## config.mk

```make
export PLATFORM = sky130hd
export DESIGN_NAME = fsg_guard
export DESIGN_NICKNAME = d
export VERILOG_FILES = /design/src/rtl/fsg_pkg.sv /design/src/rtl/fsg_wd_if.sv /design/src/rtl/fsg_guard.sv /design/src/rtl/fsg_watchdog.sv
export SDC_FILE = /design/constraint.sdc
export NUM_CORES = 1
export LEC_CHECK = 0
export BUFFER_PORTS_ARGS = -buffer_cell sky130_fd_sc_hd__buf_2
export CAP_MARGIN = 20
export CORE_ASPECT_RATIO = 1.25
export CORE_MARGIN = 2
export CORE_UTILIZATION = 45
export CTS_BUF_LIST = sky130_fd_sc_hd__clkbuf_2
export DETAILED_ROUTE_END_ITERATION = 6
export GPL_TIMING_DRIVEN = 0
export PLACE_DENSITY = 0.66
export SLEW_MARGIN = 20
export SYNTH_ARGS = -nofsm -noshare
export SYNTH_HDL_FRONTEND = slang
export SYNTH_SLANG_ARGS = --single-unit
```

## constraint.sdc

```tcl
create_clock -name CLK_I -period 6.73 [get_ports CLK_I]
set_input_delay 0.673 -clock CLK_I [delete_from_list [all_inputs] [get_ports CLK_I]]
set_output_delay 0.673 -clock CLK_I [all_outputs]
set_load 0.05 [all_outputs]
```

## src/rtl/fsg_pkg.sv

```systemverilog
// Package: register map, field positions and timing constants of the flash self-write guard
package fsg_pkg;
    // Register offsets
    localparam logic [7:0] REG_SW_COMMAND   = 8'h97;
    localparam logic [7:0] REG_SELFWRITE    = 8'hC9;
    localparam logic [7:0] REG_DETECT_SEL   = 8'hBF;
    localparam logic [7:0] REG_AUX_TWO      = 8'hF7;
    localparam logic [7:0] REG_AUX_ONE      = 8'hF8;
    localparam logic [7:0] REG_IRQ_STATUS   = 8'hD0;
    localparam logic [7:0] REG_IRQ_MASK     = 8'hD1;
    localparam logic [7:0] REG_RESET_VAL    = 8'h00;

    // Command codes
    localparam logic [7:0] CMD_ARM          = 8'h65;
    localparam logic [7:0] CMD_WRITE_LOW    = 8'h4A;
    localparam logic [7:0] CMD_WRITE_HIGH   = 8'h4C;
    localparam logic [7:0] CMD_ERASE_LOW    = 8'hBA;
    localparam logic [7:0] CMD_ERASE_HIGH   = 8'hBC;

    // Field positions
    localparam int SW_EN_BIT       = 7;
    localparam int SW_TO_BIT       = 6;
    localparam int WDSEL_LO        = 1;
    localparam int PWRSAVE_BIT     = 5;
    localparam int UVR_DIS_BIT     = 3;
    localparam int DETSEL_W        = 4;
    localparam int LEVEL_W         = 3;
    localparam int CFG_LEVEL_LO    = 3;
    localparam int IRQ_W           = 3;
    localparam int IRQ_TIMEOUT     = 0;
    localparam int IRQ_UVRESET     = 1;
    localparam int IRQ_DETECT      = 2;

    // Watchdog periods
    localparam int CLK_MHZ         = 200;
    localparam int WD_P1_US        = 800;
    localparam int WD_P2_US        = 3200;
    localparam int WD_P3_US        = 6400;
    localparam int WD_P1_CYC       = WD_P1_US * CLK_MHZ;
    localparam int WD_P2_CYC       = WD_P2_US * CLK_MHZ;
    localparam int WD_P3_CYC       = WD_P3_US * CLK_MHZ;
    localparam int WD_CNT_W        = 21;

    // Watchdog select codes
    localparam logic [1:0] WD_OFF  = 2'h0;
    localparam logic [1:0] WD_SEL1 = 2'h1;
    localparam logic [1:0] WD_SEL2 = 2'h2;

    // Undervolt reset comparator selection
    typedef enum {FSG_POWER_FAST, FSG_POWER_SLOW, FSG_POWER_IDLE, FSG_POWER_HALT,
                  FSG_POWER_STOP} fsg_power_mode_t;
    typedef enum {FSG_UVR_OFF, FSG_UVR_POR, FSG_UVR_LEVEL} fsg_uvr_src_t;
    localparam logic [2:0] MODE_FAST = 3'h0;
    localparam logic [2:0] MODE_SLOW = 3'h1;
    localparam logic [2:0] MODE_IDLE = 3'h2;
    localparam logic [2:0] MODE_HALT = 3'h3;
    localparam logic [2:0] MODE_STOP = 3'h4;
endpackage : fsg_pkg

```

## src/rtl/fsg_wd_if.sv

```systemverilog
// Interface between the guard and its write watchdog timer
`timescale 1ns/10ps
interface fsg_wd_if;
    logic       run;
    logic [1:0] sel;
    logic       expire;
    modport ctrl  (output run, output sel, input expire);
    modport timer (input run, input sel, output expire);
endinterface : fsg_wd_if

```

## src/rtl/fsg_guard.sv

```systemverilog
// Flash self-write guard with undervolt reset gating and register port
//
// The strobed register port is this design's own decision.
`timescale 1ns/10ps

// Notes on behaviour
// RQ1: Bit 7 of the self-write control register reads 1 while byte write or page erase is enabled.
// RQ2: Hardware sets the time-out flag, bit 6 of that register, when the write watchdog expires.
// RQ3: Hardware clears the time-out flag whenever self-write returns to disabled.
// RQ4: Watchdog select code 00 disables it; 01, 10, 11 wait 0.8, 3.2, 6.4 ms then time out.
// RQ5: Bit 3 of the first auxiliary register disables the undervolt reset; it resets to 0.
// RQ6: A three-bit config field picks one of eight rising undervolt reset levels.
// RQ7: A four-bit detect-select field picks one of sixteen detect levels on its own.
// RQ8: Reset enabled: level reset in fast and slow, and in idle, halt, stop without power-save.
// RQ9: Reset disabled: power-on reset only in fast, slow and idle, and none in halt and stop.
// RQ10: Codes 4A/4C enable a low/high page byte write, BA/BC a page erase, others disable.
// RQ11: Writing 65h to the command register arms self-write and any other value disarms it.
// RQ12: Power-save set disables the undervolt reset in idle, halt and stop.
// RQ13: While the undervolt reset is active, a comparator report below threshold raises reset.
module fsg_guard
    import fsg_pkg::*;
#(
    parameter int P1_CYC = WD_P1_CYC,
    parameter int P2_CYC = WD_P2_CYC,
    parameter int P3_CYC = WD_P3_CYC
) (
    // Clock and reset
    input  wire logic               CLK_I,
    input  wire logic               NRST_I,
    // Register port
    input  wire logic [7:0]         ADDR_I,
    input  wire logic [7:0]         WDATA_I,
    input  wire logic               WR_I,
    input  wire logic               RD_I,
    output logic      [7:0]         RDATA_O,
    // Configuration and power state
    input  wire logic [7:0]         CONFIG_WORD_HIGH_I,
    input  wire logic [2:0]         POWER_MODE_I,
    // Analog comparators
    input  wire logic               BELOW_LEVEL_I,
    input  wire logic               BELOW_POR_I,
    input  wire logic               BELOW_DETECT_I,
    // Flash controller side
    output logic                    SELFWRITE_ARMED_O,
    output logic                    WRITE_LOW_O,
    output logic                    WRITE_HIGH_O,
    output logic                    ERASE_LOW_O,
    output logic                    ERASE_HIGH_O,
    output logic                    WRITE_ABORT_O,
    // Undervolt control
    output logic [LEVEL_W-1:0]      UNDERVOLT_RESET_LEVEL_O,
    output logic [DETSEL_W-1:0]     UNDERVOLT_DETECT_SEL_O,
    output logic [1:0]              UVR_SOURCE_O,
    output logic                    RESET_REQ_O,
    output logic                    IRQ_O
);
    // ********************************************************
    // Register state
    // ********************************************************
    logic [7:0]          selfwrite_code;
    logic                armed;
    logic                timeout_flag;
    logic [7:0]          aux_control_two;
    logic [7:0]          aux_control_one;
    logic [DETSEL_W-1:0] detect_sel;
    logic [IRQ_W-1:0]    irq_status;
    logic [IRQ_W-1:0]    irq_mask;
    logic                selfwrite_enable;
    logic                wr_sw;
    logic [IRQ_W-1:0]    irq_event;
    fsg_uvr_src_t        next_src;
    fsg_wd_if            wd_bus ();

    // Synchronised comparator levels
    logic [2:0]          cmp_meta;
    logic [2:0]          cmp_sync;
    logic                below_level;
    logic                below_por;
    logic                below_detect;
    logic                detect_d;

    assign wr_sw = WR_I && (ADDR_I == REG_SELFWRITE);

    // Enabled only for the four documented codes with the command armed
    always_comb begin
        case (selfwrite_code)
            CMD_WRITE_LOW, CMD_WRITE_HIGH,
            CMD_ERASE_LOW, CMD_ERASE_HIGH: selfwrite_enable = armed; // [RQ10]
            default:                       selfwrite_enable = 1'b0;
        endcase
    end

    always_ff @(posedge CLK_I) begin
        if (!NRST_I) begin
            selfwrite_code <= REG_RESET_VAL;
        end else if (wr_sw) begin
            selfwrite_code <= WDATA_I; // [RQ10]
        end
    end

    always_ff @(posedge CLK_I) begin
        if (!NRST_I) begin
            armed <= 1'b0;
        end else if (WR_I && ADDR_I == REG_SW_COMMAND) begin
            armed <= (WDATA_I == CMD_ARM); // [RQ11]
        end
    end

    // ********************************************************
    // Write watchdog
    // ********************************************************
    assign wd_bus.run = selfwrite_enable;
    assign wd_bus.sel = aux_control_two[WDSEL_LO+1:WDSEL_LO]; // [RQ4]

    fsg_watchdog #(
        .P1_CYC (P1_CYC),
        .P2_CYC (P2_CYC),
        .P3_CYC (P3_CYC)
    ) u_watchdog (
        .CLK_I  (CLK_I),
        .NRST_I (NRST_I),
        .wd     (wd_bus.timer)
    );

    // Expiry wins over a clear in the same cycle
    always_ff @(posedge CLK_I) begin
        if (!NRST_I) begin
            timeout_flag <= 1'b0;
        end else if (wd_bus.expire) begin
            timeout_flag <= 1'b1; // [RQ2]
        end else if (!selfwrite_enable) begin
            timeout_flag <= 1'b0; // [RQ3]
        end
    end

    // ********************************************************
    // Auxiliary and detect registers
    // ********************************************************
    always_ff @(posedge CLK_I) begin
        if (!NRST_I) begin
            aux_control_two <= REG_RESET_VAL;
        end else if (WR_I && ADDR_I == REG_AUX_TWO) begin
            aux_control_two <= WDATA_I;
        end
    end

    always_ff @(posedge CLK_I) begin
        if (!NRST_I) begin
            aux_control_one <= REG_RESET_VAL; // [RQ5]
        end else if (WR_I && ADDR_I == REG_AUX_ONE) begin
            aux_control_one <= WDATA_I;
        end
    end

    always_ff @(posedge CLK_I) begin
        if (!NRST_I) begin
            detect_sel <= '0;
        end else if (WR_I && ADDR_I == REG_DETECT_SEL) begin
            detect_sel <= WDATA_I[DETSEL_W-1:0]; // [RQ7]
        end
    end

    // ********************************************************
    // Comparator synchronisers
    // ********************************************************
    always_ff @(posedge CLK_I) begin
        if (!NRST_I) begin
            cmp_meta <= '0;
            cmp_sync <= '0;
        end else begin
            cmp_meta <= {BELOW_DETECT_I, BELOW_POR_I, BELOW_LEVEL_I};
            cmp_sync <= cmp_meta;
        end
    end

    assign below_level  = cmp_sync[0];
    assign below_por    = cmp_sync[1];
    assign below_detect = cmp_sync[2];

    // ********************************************************
    // Undervolt reset gating
    // ********************************************************
    always_comb begin
        next_src = FSG_UVR_OFF;
        case (POWER_MODE_I)
            MODE_FAST, MODE_SLOW: begin
                next_src = aux_control_one[UVR_DIS_BIT] ? FSG_UVR_POR : FSG_UVR_LEVEL;
            end
            MODE_IDLE: begin
                if (aux_control_one[UVR_DIS_BIT] || aux_control_two[PWRSAVE_BIT]) begin
                    next_src = FSG_UVR_POR; // [RQ8] [RQ9] [RQ12]
                end else begin
                    next_src = FSG_UVR_LEVEL; // [RQ8]
                end
            end
            MODE_HALT, MODE_STOP: begin
                if (aux_control_one[UVR_DIS_BIT] || aux_control_two[PWRSAVE_BIT]) begin
                    next_src = FSG_UVR_OFF; // [RQ9] [RQ12]
                end else begin
                    next_src = FSG_UVR_LEVEL; // [RQ8]
                end
            end
            default: next_src = FSG_UVR_LEVEL;
        endcase
    end

    always_ff @(posedge CLK_I) begin
        if (!NRST_I) begin
            RESET_REQ_O <= 1'b0;
        end else begin
            case (next_src)
                FSG_UVR_LEVEL: RESET_REQ_O <= below_level; // [RQ13]
                FSG_UVR_POR:   RESET_REQ_O <= below_por;
                default:       RESET_REQ_O <= 1'b0;
            endcase
        end
    end

    always_ff @(posedge CLK_I) begin
        if (!NRST_I) begin
            UVR_SOURCE_O <= 2'h0;
        end else begin
            UVR_SOURCE_O <= 2'(next_src);
        end
    end

    // Level select passes straight to the analog trim
    assign UNDERVOLT_RESET_LEVEL_O =
        CONFIG_WORD_HIGH_I[CFG_LEVEL_LO+LEVEL_W-1:CFG_LEVEL_LO]; // [RQ6]
    assign UNDERVOLT_DETECT_SEL_O = detect_sel; // [RQ7]

    // ********************************************************
    // Flash controller strobes
    // ********************************************************
    assign SELFWRITE_ARMED_O = armed;
    assign WRITE_LOW_O  = selfwrite_enable && (selfwrite_code == CMD_WRITE_LOW);
    assign WRITE_HIGH_O = selfwrite_enable && (selfwrite_code == CMD_WRITE_HIGH);
    assign ERASE_LOW_O  = selfwrite_enable && (selfwrite_code == CMD_ERASE_LOW);
    assign ERASE_HIGH_O = selfwrite_enable && (selfwrite_code == CMD_ERASE_HIGH);
    assign WRITE_ABORT_O = wd_bus.expire; // [RQ4]

    // ********************************************************
    // Interrupts
    // ********************************************************
    always_ff @(posedge CLK_I) begin
        if (!NRST_I) begin
            detect_d <= 1'b0;
        end else begin
            detect_d <= below_detect;
        end
    end

    assign irq_event = {below_detect && !detect_d, RESET_REQ_O, wd_bus.expire};

    // Set wins over write-one-to-clear
    always_ff @(posedge CLK_I) begin
        if (!NRST_I) begin
            irq_status <= '0;
        end else if (WR_I && ADDR_I == REG_IRQ_STATUS) begin
            irq_status <= (irq_status & ~WDATA_I[IRQ_W-1:0]) | irq_event;
        end else begin
            irq_status <= irq_status | irq_event;
        end
    end

    always_ff @(posedge CLK_I) begin
        if (!NRST_I) begin
            irq_mask <= '0;
        end else if (WR_I && ADDR_I == REG_IRQ_MASK) begin
            irq_mask <= WDATA_I[IRQ_W-1:0];
        end
    end

    assign IRQ_O = |(irq_status & irq_mask);

    // ********************************************************
    // Read port
    // ********************************************************
    always_ff @(posedge CLK_I) begin
        if (!NRST_I) begin
            RDATA_O <= REG_RESET_VAL;
        end else if (RD_I) begin
            case (ADDR_I)
                REG_SELFWRITE:  RDATA_O <= {selfwrite_enable, timeout_flag, 6'h00}; // [RQ1]
                REG_SW_COMMAND: RDATA_O <= {7'h00, armed};
                REG_AUX_TWO:    RDATA_O <= aux_control_two;
                REG_AUX_ONE:    RDATA_O <= aux_control_one;
                REG_DETECT_SEL: RDATA_O <= {1'b0, below_detect, 2'h0, detect_sel};
                REG_IRQ_STATUS: RDATA_O <= {5'h00, irq_status};
                REG_IRQ_MASK:   RDATA_O <= {5'h00, irq_mask};
                default:        RDATA_O <= REG_RESET_VAL;
            endcase
        end else begin
            RDATA_O <= REG_RESET_VAL;
        end
    end

    // ********************************************************
    // Checks
    // ********************************************************
    chk_timeout_set: assert property (@(posedge CLK_I) disable iff (!NRST_I) // [RQ2]
        wd_bus.expire |=> timeout_flag)
        else $error("time-out flag not set after expiry");

    chk_timeout_clear: assert property (@(posedge CLK_I) disable iff (!NRST_I) // [RQ3]
        (!selfwrite_enable && !wd_bus.expire) |=> !timeout_flag)
        else $error("time-out flag kept while disabled");

    chk_enable_read: assert property (@(posedge CLK_I) disable iff (!NRST_I) // [RQ1]
        (RD_I && ADDR_I == REG_SELFWRITE) |=> RDATA_O[SW_EN_BIT] == $past(selfwrite_enable))
        else $error("enable bit read mismatch");

    chk_arm_code: assert property (@(posedge CLK_I) disable iff (!NRST_I) // [RQ11]
        (WR_I && ADDR_I == REG_SW_COMMAND) |=> armed == ($past(WDATA_I) == CMD_ARM))
        else $error("arm state wrong after command write");

    chk_erase_low: assert property (@(posedge CLK_I) disable iff (!NRST_I) // [RQ10]
        (armed && wr_sw && WDATA_I == CMD_ERASE_LOW
         && !(WR_I && ADDR_I == REG_SW_COMMAND)) |=> ERASE_LOW_O && !WRITE_LOW_O)
        else $error("erase low not enabled");

    chk_halt_off: assert property (@(posedge CLK_I) disable iff (!NRST_I) // [RQ9]
        (POWER_MODE_I == MODE_HALT && aux_control_one[UVR_DIS_BIT]) |=> !RESET_REQ_O)
        else $error("reset raised in halt while disabled");

    chk_level_reset: assert property (@(posedge CLK_I) disable iff (!NRST_I) // [RQ13]
        (POWER_MODE_I == MODE_FAST && !aux_control_one[UVR_DIS_BIT])
        |=> RESET_REQ_O == $past(below_level))
        else $error("level reset does not follow comparator");

    chk_idle_saving: assert property (@(posedge CLK_I) disable iff (!NRST_I) // [RQ12]
        (POWER_MODE_I == MODE_IDLE && aux_control_two[PWRSAVE_BIT])
        |=> UVR_SOURCE_O == 2'(FSG_UVR_POR))
        else $error("idle with power-save not on power-on reset");

    chk_idle_level: assert property (@(posedge CLK_I) disable iff (!NRST_I) // [RQ8]
        (POWER_MODE_I == MODE_IDLE && !aux_control_two[PWRSAVE_BIT]
         && !aux_control_one[UVR_DIS_BIT]) |=> UVR_SOURCE_O == 2'(FSG_UVR_LEVEL))
        else $error("idle without power-save lost level reset");

    chk_wd_off: assert property (@(posedge CLK_I) disable iff (!NRST_I) // [RQ4]
        (wd_bus.sel == WD_OFF) |-> !wd_bus.expire)
        else $error("watchdog expired while disabled");
endmodule : fsg_guard

```

## src/rtl/fsg_watchdog.sv

```systemverilog
// Self-write watchdog timer: one pulse when the selected period has run out
`timescale 1ns/10ps
module fsg_watchdog
    import fsg_pkg::*;
#(
    parameter int P1_CYC = WD_P1_CYC,
    parameter int P2_CYC = WD_P2_CYC,
    parameter int P3_CYC = WD_P3_CYC
) (
    // Clock and reset
    input  wire logic CLK_I,
    input  wire logic NRST_I,
    // Control
    fsg_wd_if.timer   wd
);
    logic [WD_CNT_W-1:0] count;
    logic [WD_CNT_W-1:0] limit;
    logic                fired;

    always_comb begin
        case (wd.sel)
            WD_SEL1: limit = WD_CNT_W'(P1_CYC - 1);
            WD_SEL2: limit = WD_CNT_W'(P2_CYC - 1);
            default: limit = WD_CNT_W'(P3_CYC - 1);
        endcase
    end

    // Counts only while a self-write is open; one expiry per opening
    always_ff @(posedge CLK_I) begin
        if (!NRST_I || !wd.run || wd.sel == WD_OFF) begin
            count <= '0;
            fired <= 1'b0;
        end else if (!fired) begin
            if (count == limit) begin
                fired <= 1'b1;
            end else begin
                count <= count + WD_CNT_W'(1);
            end
        end
    end

    assign wd.expire = wd.run && (wd.sel != WD_OFF) && !fired && (count == limit);
endmodule : fsg_watchdog

```

Word-level counts from Yosys, hierarchy flattened --
Cells that the tools add are included.
Word-level totals: bits in registers 76, input port bits 34, output and inout bits 25, logic and storage cells 90
Operators by class: add/subtract/negate cells 1, eq/ne operators 22, muxes and demuxes 13, bitwise gates (word level) 7, reduce and logical (&&, ||, !) cells 31
Operators by type and width (number):
- == test 8 bit (second input constant) | 9
- one-hot mux 8 bit (7 select lines) | 1
- one-hot mux 21 bit (2 select lines) | 1
- == test 32 x 1 -> 1 bit (second input constant) | 1
- == test 32 x 2 -> 1 bit (second input constant) | 1
- == test 8 x 7 -> 1 bit (second input constant) | 3
- adder 21 x 1 -> 21 bit (second input constant) | 1
- == test 21 bit | 1
- logical AND 1 bit | 15
- AND 3 bit | 2
- == test 3 x 2 -> 1 bit (second input constant) | 2
- two-way mux 2 bit | 3
- OR 3 bit | 2
- one-hot mux 2 bit (3 select lines) | 1
- two-way mux 1 bit | 5
- logical NOT 1 bit | 4
- AND reduction 2 bit | 2
- OR reduction 2 bit | 2
- OR reduction 4 bit | 1
- == test 3 x 1 -> 1 bit (second input constant) | 1
- == test 3 bit (second input constant) | 1
- logical NOT 3 bit | 1
- logical OR 1 bit | 3
- two-way mux 3 bit | 1
- other kinds (9) | 10

Longest topological paths before layout --
depth after elaboration 8, gate-level depth with buffers 9, gate-level depth less buffers 7

Cells and area by module --
A second synthesis with hierarchy kept.
Second synthesis, totals: cell total of the unflattened synthesis 377, area, all modules 3708.6 µm²
Modules (own cells, without submodules):
- fsg_guard | times used 1, cells an instance 242, area each 2478.6 µm², sequential area each 1081.0 µm²
- fsg_watchdog | times used 1, cells an instance 135, area each 1229.9 µm², sequential area each 440.4 µm²

Worst setup path after synthesis --
No wires, ideal clock.
path kind register to output, from register aux_control_two[1], to output port WRITE_ABORT_O, arrival 2.681 ns, data required time 6.057 ns, slack 3.376 ns, cell stages (with the launch flop) 7, path buffers 0, cell sequence dfxtp_1 inv_1 ha_1 nand2b_1 a211o_1 or4b_1 nor4b_2
On the way: longest elaborated chain between the ends 4, elaborated cells between the ends (all ways) 8, those cells by class 3 x eq/ne; 1 x mux; 4 x reduce/logical
RTL lines:
- start, declared | line fsg_guard.sv:63 | logic [7:0] aux_control_two;
- start signal, assigned | line fsg_guard.sv:141 | aux_control_two <= REG_RESET_VAL;
- start signal, assigned | line fsg_guard.sv:143 | aux_control_two <= WDATA_I;
- == test 2 bit, or another cell as far along | line fsg_watchdog.sv:21 | case (wd.sel)
- one-hot mux 21 bit (2 select lines) / logical AND 1 bit (equally long branches) | line fsg_watchdog.sv:21, fsg_watchdog.sv:42
- == test 21 bit / logical AND 1 bit (equally long branches) | line fsg_watchdog.sv:42 | assign wd.expire = wd.run && (wd.sel != WD_OFF) && !fired && (count == limit);
- logical AND 1 bit (*) | line fsg_watchdog.sv:42
- end, declared | line fsg_guard.sv:49 | output logic WRITE_ABORT_O,
Mark *: on every way between the ends. The rest lies on a longest branch, timed or not.

Final worst setup path --
from register aux_control_two[2], to output port WRITE_ABORT_O
The elaborated chain is that of the path after synthesis.

==> flow_metrics.env <==
export IMPL_track_usage_pct=21.9
export IMPL_antenna_left=0
export IMPL_max_freq_ghz=0.256
export IMPL_rsz0062_at_grt="no"
export IMPL_synthXorXnorAreaFrac_pct=1.45
export IMPL_drt_iter0_markers=86
export IMPL_clk_path_buf_depth=2
export IMPL_io_pins=59
export IMPL_fin_ws_ns=2.82
export IMPL_place_area_um2=4000
export IMPL_start_util_pct=46.4
export IMPL_crit_slowest_cell="or4b_1"
export IMPL_async_reset_ff_share_pct=0
export IMPL_netlist_area_um2=3630
export IMPL_min_delay_start="BELOW_POR_I"
export IMPL_postCtsHoldBufs=0
export IMPL_synth_compound_area_share_pct=18.7
export IMPL_clock_latency_ns=0.53
export IMPL_post_cts_buffers=0
export IMPL_power_density_nw_per_um2=181
export IMPL_skew_ns=0.0221
export IMPL_post_route_period_util_pct=58.1
export IMPL_routedWlPerCell_um=15.5
export IMPL_r2r_start="aux_control_two[2]"
export IMPL_synth_distinct_cells=55
export IMPL_path_clk_slew_ns=0.22
export IMPL_post_place_ws_ns=3.44
export IMPL_grt_max_degree=14
export IMPL_globalplace_congestion=0.977
export IMPL_crit_chain="inv_1 > ha_1 > or4b_1 > o32ai_1 > or4b_1 > nor4b_2 > buf_2"
export IMPL_fp_dieArea_um2=8810
export IMPL_crit_type="register to output pin"
export IMPL_yosys_register_bits=76
export IMPL_max_slew_worst_pin_slew_ns=0.788
export IMPL_dp_hpwl_mm=6.72
export IMPL_setup_worst_path_end_class="output pin"
export IMPL_synth_largest_area_cell="dfxtp_1"
export IMPL_hold_viol_final=0
export IMPL_critical_path_top_delay_family="simple AND/OR/NAND/NOR gates"
export IMPL_cp_data_required_time_ns=6.06
export IMPL_cpPeakStageDelay_ns=0.50
export IMPL_die_h_um=104
export IMPL_ys_top_cells_by_area="dfxtp_1 (42%), nand2_1 (6.8%), a21boi_0 (6.6%)"
export IMPL_synth_edff_count=0
export IMPL_p_leak_nw=1.39
export IMPL_path_buf_inv=2
export IMPL_dieWidth_um=84.4
export IMPL_synth_adder_area_share_pct=2.41
export IMPL_hp_class="input port to register"
export IMPL_r2r_end="u_watchdog.count[10]"
export IMPL_rrSetupSlack_ns=3.83
export IMPL_overflow=0
export IMPL_grt_use_met1_pct=25.2
export IMPL_fin_area_um2=4120
export IMPL_finalPower_mw=0.746
export IMPL_ys_seq_area_share_pct=41.9
export IMPL_whs_path_depth=2
export IMPL_rows=36
export IMPL_syn_area_per_cell_um2=8.59
export IMPL_core_area_um2=7840
export IMPL_ir_worst_vdd_mv=0.131
export IMPL_synth_fp_nets=464
export IMPL_fill_cells=797
export IMPL_cts_tree="done"
export IMPL_synthSimpleGateAreaFrac_pct=30.2
export IMPL_slew_limit_headroom_pct=47.1
export IMPL_status="completed"
export IMPL_synth_area_mux_share_pct=1.38
export IMPL_htreeDepth=3
export IMPL_synth_top_family_by_area="simple AND/OR/NAND/NOR gates"
export IMPL_layout_nets=525
export IMPL_routed_wl_mm=9.06
export IMPL_grt_met3_usage_pct=3.57
export IMPL_met2_usage_pct=38.1
export IMPL_cap_violations=0
export IMPL_reg2reg_depth=8
export IMPL_cts_resized=0
export IMPL_slew_viol_final=0
export IMPL_drtPass1Iterations=4
export IMPL_vias=3285
export IMPL_synth_warnings=0
export IMPL_syn_inst=423
export IMPL_min_to="cmp_meta[1]"
export IMPL_syn2layout_area_growth_pct=13.4
export IMPL_finalSetupTns_ns=0
export IMPL_clock_root_buffer="clkbuf_2"
export IMPL_yosys_area_top_type_share_pct=41.9
export IMPL_cts_sinks=76
export IMPL_antenna_found_initial=0
export IMPL_port_buffers=50
export IMPL_numCtsBuffers=9
export IMPL_cp_startpoint="aux_control_two[2]"
export IMPL_avgViaCountPerCell=5.63
export IMPL_drc=0
export IMPL_critPathMostFrequentCell="or4b_1"
export IMPL_setup_viol=0
export IMPL_cp_start_kind="register"
export IMPL_drive_gt1_share_pct=16.8
export IMPL_period_needed_ns=3.91
export IMPL_ys_flop_type="dfxtp_1"
export IMPL_worstPathMaxFanout=5
export IMPL_n_antenna_cell=0
export IMPL_grt_busiest_layer="met2"
export IMPL_grt_pass1_vias=3248
export IMPL_grt_pass1_wl_mm=15.4
export IMPL_critPathArrivalTime_ns=3.24
==> flip-flops by register name (all words and copies together) (netlist names), 2 cells and up <==
register	cells
u_watchdog.count	21
irq_mask	3
selfwrite_code	8
aux_control_one	8
aux_control_two	8
cmp_sync	3
RDATA_O	8
cmp_meta	3
irq_status	3
UNDERVOLT_DETECT_SEL_O	4
UVR_SOURCE_O	2
==> metal layers <==
| layer | vias up | wire (µm) |
|---|---|---|
| li1 | 1650 | - |
| met1 | 1552 | 3770 |
| met2 | 70 | 4730 |
| met3 | 13 | 405 |
| met4 | 0 | 151 |
| met5 | - | 0 |
==> cells in the mapped netlist (2+ instances only) <==
| cell | instances |
|---|---|
| a21boi_0 | 32 |
| nand3_1 | 23 |
| a22oi_1 | 9 |
| nand2_1 | 66 |
| nor3_1 | 12 |
| or4b_1 | 3 |
| xor2_1 | 2 |
| nor2_1 | 20 |
| o21a_1 | 5 |
| inv_1 | 9 |
| ha_1 | 7 |
| a21oi_1 | 16 |
| a222oi_1 | 4 |
| nor4_1 | 4 |
| nand4_1 | 5 |
| and3_1 | 3 |
| o31ai_1 | 9 |
| nor2b_1 | 10 |
| o21ai_1 | 3 |
| a31oi_1 | 3 |
| clkbuf_1 | 17 |
| dfxtp_1 | 76 |
| o2111ai_1 | 2 |
| nand4bb_1 | 3 |
| buf_6 | 2 |
| or4_1 | 9 |
| or3_1 | 7 |
| o21ai_0 | 6 |
| nand2b_1 | 5 |
| buf_4 | 3 |
| or4_2 | 2 |
| mux2i_1 | 5 |
| and2_1 | 13 |
| nor4b_2 | 2 |
| nand4b_1 | 2 |
| nor4bb_1 | 2 |
| xnor2_1 | 4 |
==> cells in the final DEF, fill, tap and decap left out, types with 9 or more instances in the layout <==
| cell type | synthesis | layout |
|---|---|---|
| nand3_1 | 23 | 23 |
| clkbuf_2 | 0 | 9 |
| nor2b_1 | 10 | 10 |
| clkbuf_1 | 17 | 17 |
| nand2_1 | 66 | 66 |
| dfxtp_1 | 76 | 76 |
| nor3_1 | 12 | 11 |
| or4_1 | 9 | 9 |
| inv_1 | 9 | 9 |
| o31ai_1 | 9 | 9 |
| a21oi_1 | 16 | 16 |
| a21boi_0 | 32 | 32 |
| nor2_1 | 20 | 20 |
| buf_2 | 0 | 50 |
| a22oi_1 | 9 | 9 |
| and2_1 | 13 | 13 |
==> metrics by stage <==
stage	cells	utilization, %	hold WS (ns)
3_3_place_gp	568	51.1	0.414
2_1_floorplan	423	-	0.412
5_1_grt	583	52.6	0.271
4_1_cts	583	52.5	0.268
3_5_place_dp	568	51.1	0.435
6_report	583	52.6	0.333
==> worst max path at each step <==
stage	cells past startpoint	slack, ns	endpoint
6_report	7	2.82	WRITE_ABORT_O
5_1_grt	7	2.61	WRITE_ABORT_O
4_1_cts	7	2.75	WRITE_ABORT_O
3_5_place_dp	7	3.44	WRITE_ABORT_O
3_3_place_gp	7	3.51	WRITE_ABORT_O
2_1_floorplan	6	3.38	WRITE_ABORT_O
==> layout make-up <==
cell class,instances,area (µm²),area share [%]
plain buffers,23,113,2.73
flip-flops and latches,76,1520,36.9
clock inverters,6,66.3,1.61
inverters,9,33.8,0.820
clock buffers,9,45.0,1.09
well taps,95,119,2.89
repair buffers,50,250,6.08
multi-input cells,315,1970,47.8
==> cell families (layout without fill, tap and decap cells) <==
logic type,Yosys count,count (layout)
adder cells (fa/ha/maj),7,7
AO/OA/AOI/OAI,97,97
multiplexers,5,5
XOR/XNOR,6,6
AND/OR/NAND/NOR,200,200
flip-flops,76,76
buffers and inverters,32,97
==> report_power, final <==
part / leakage (nW) / internal (mW) / switching, mW
registers: 0.614 / 0.454 / 0.00133
logic: 0.706 / 0.0152 / 0.0245
clock network: 0.0717 / 0.0846 / 0.166
Power figures use the tool's default switching activity.
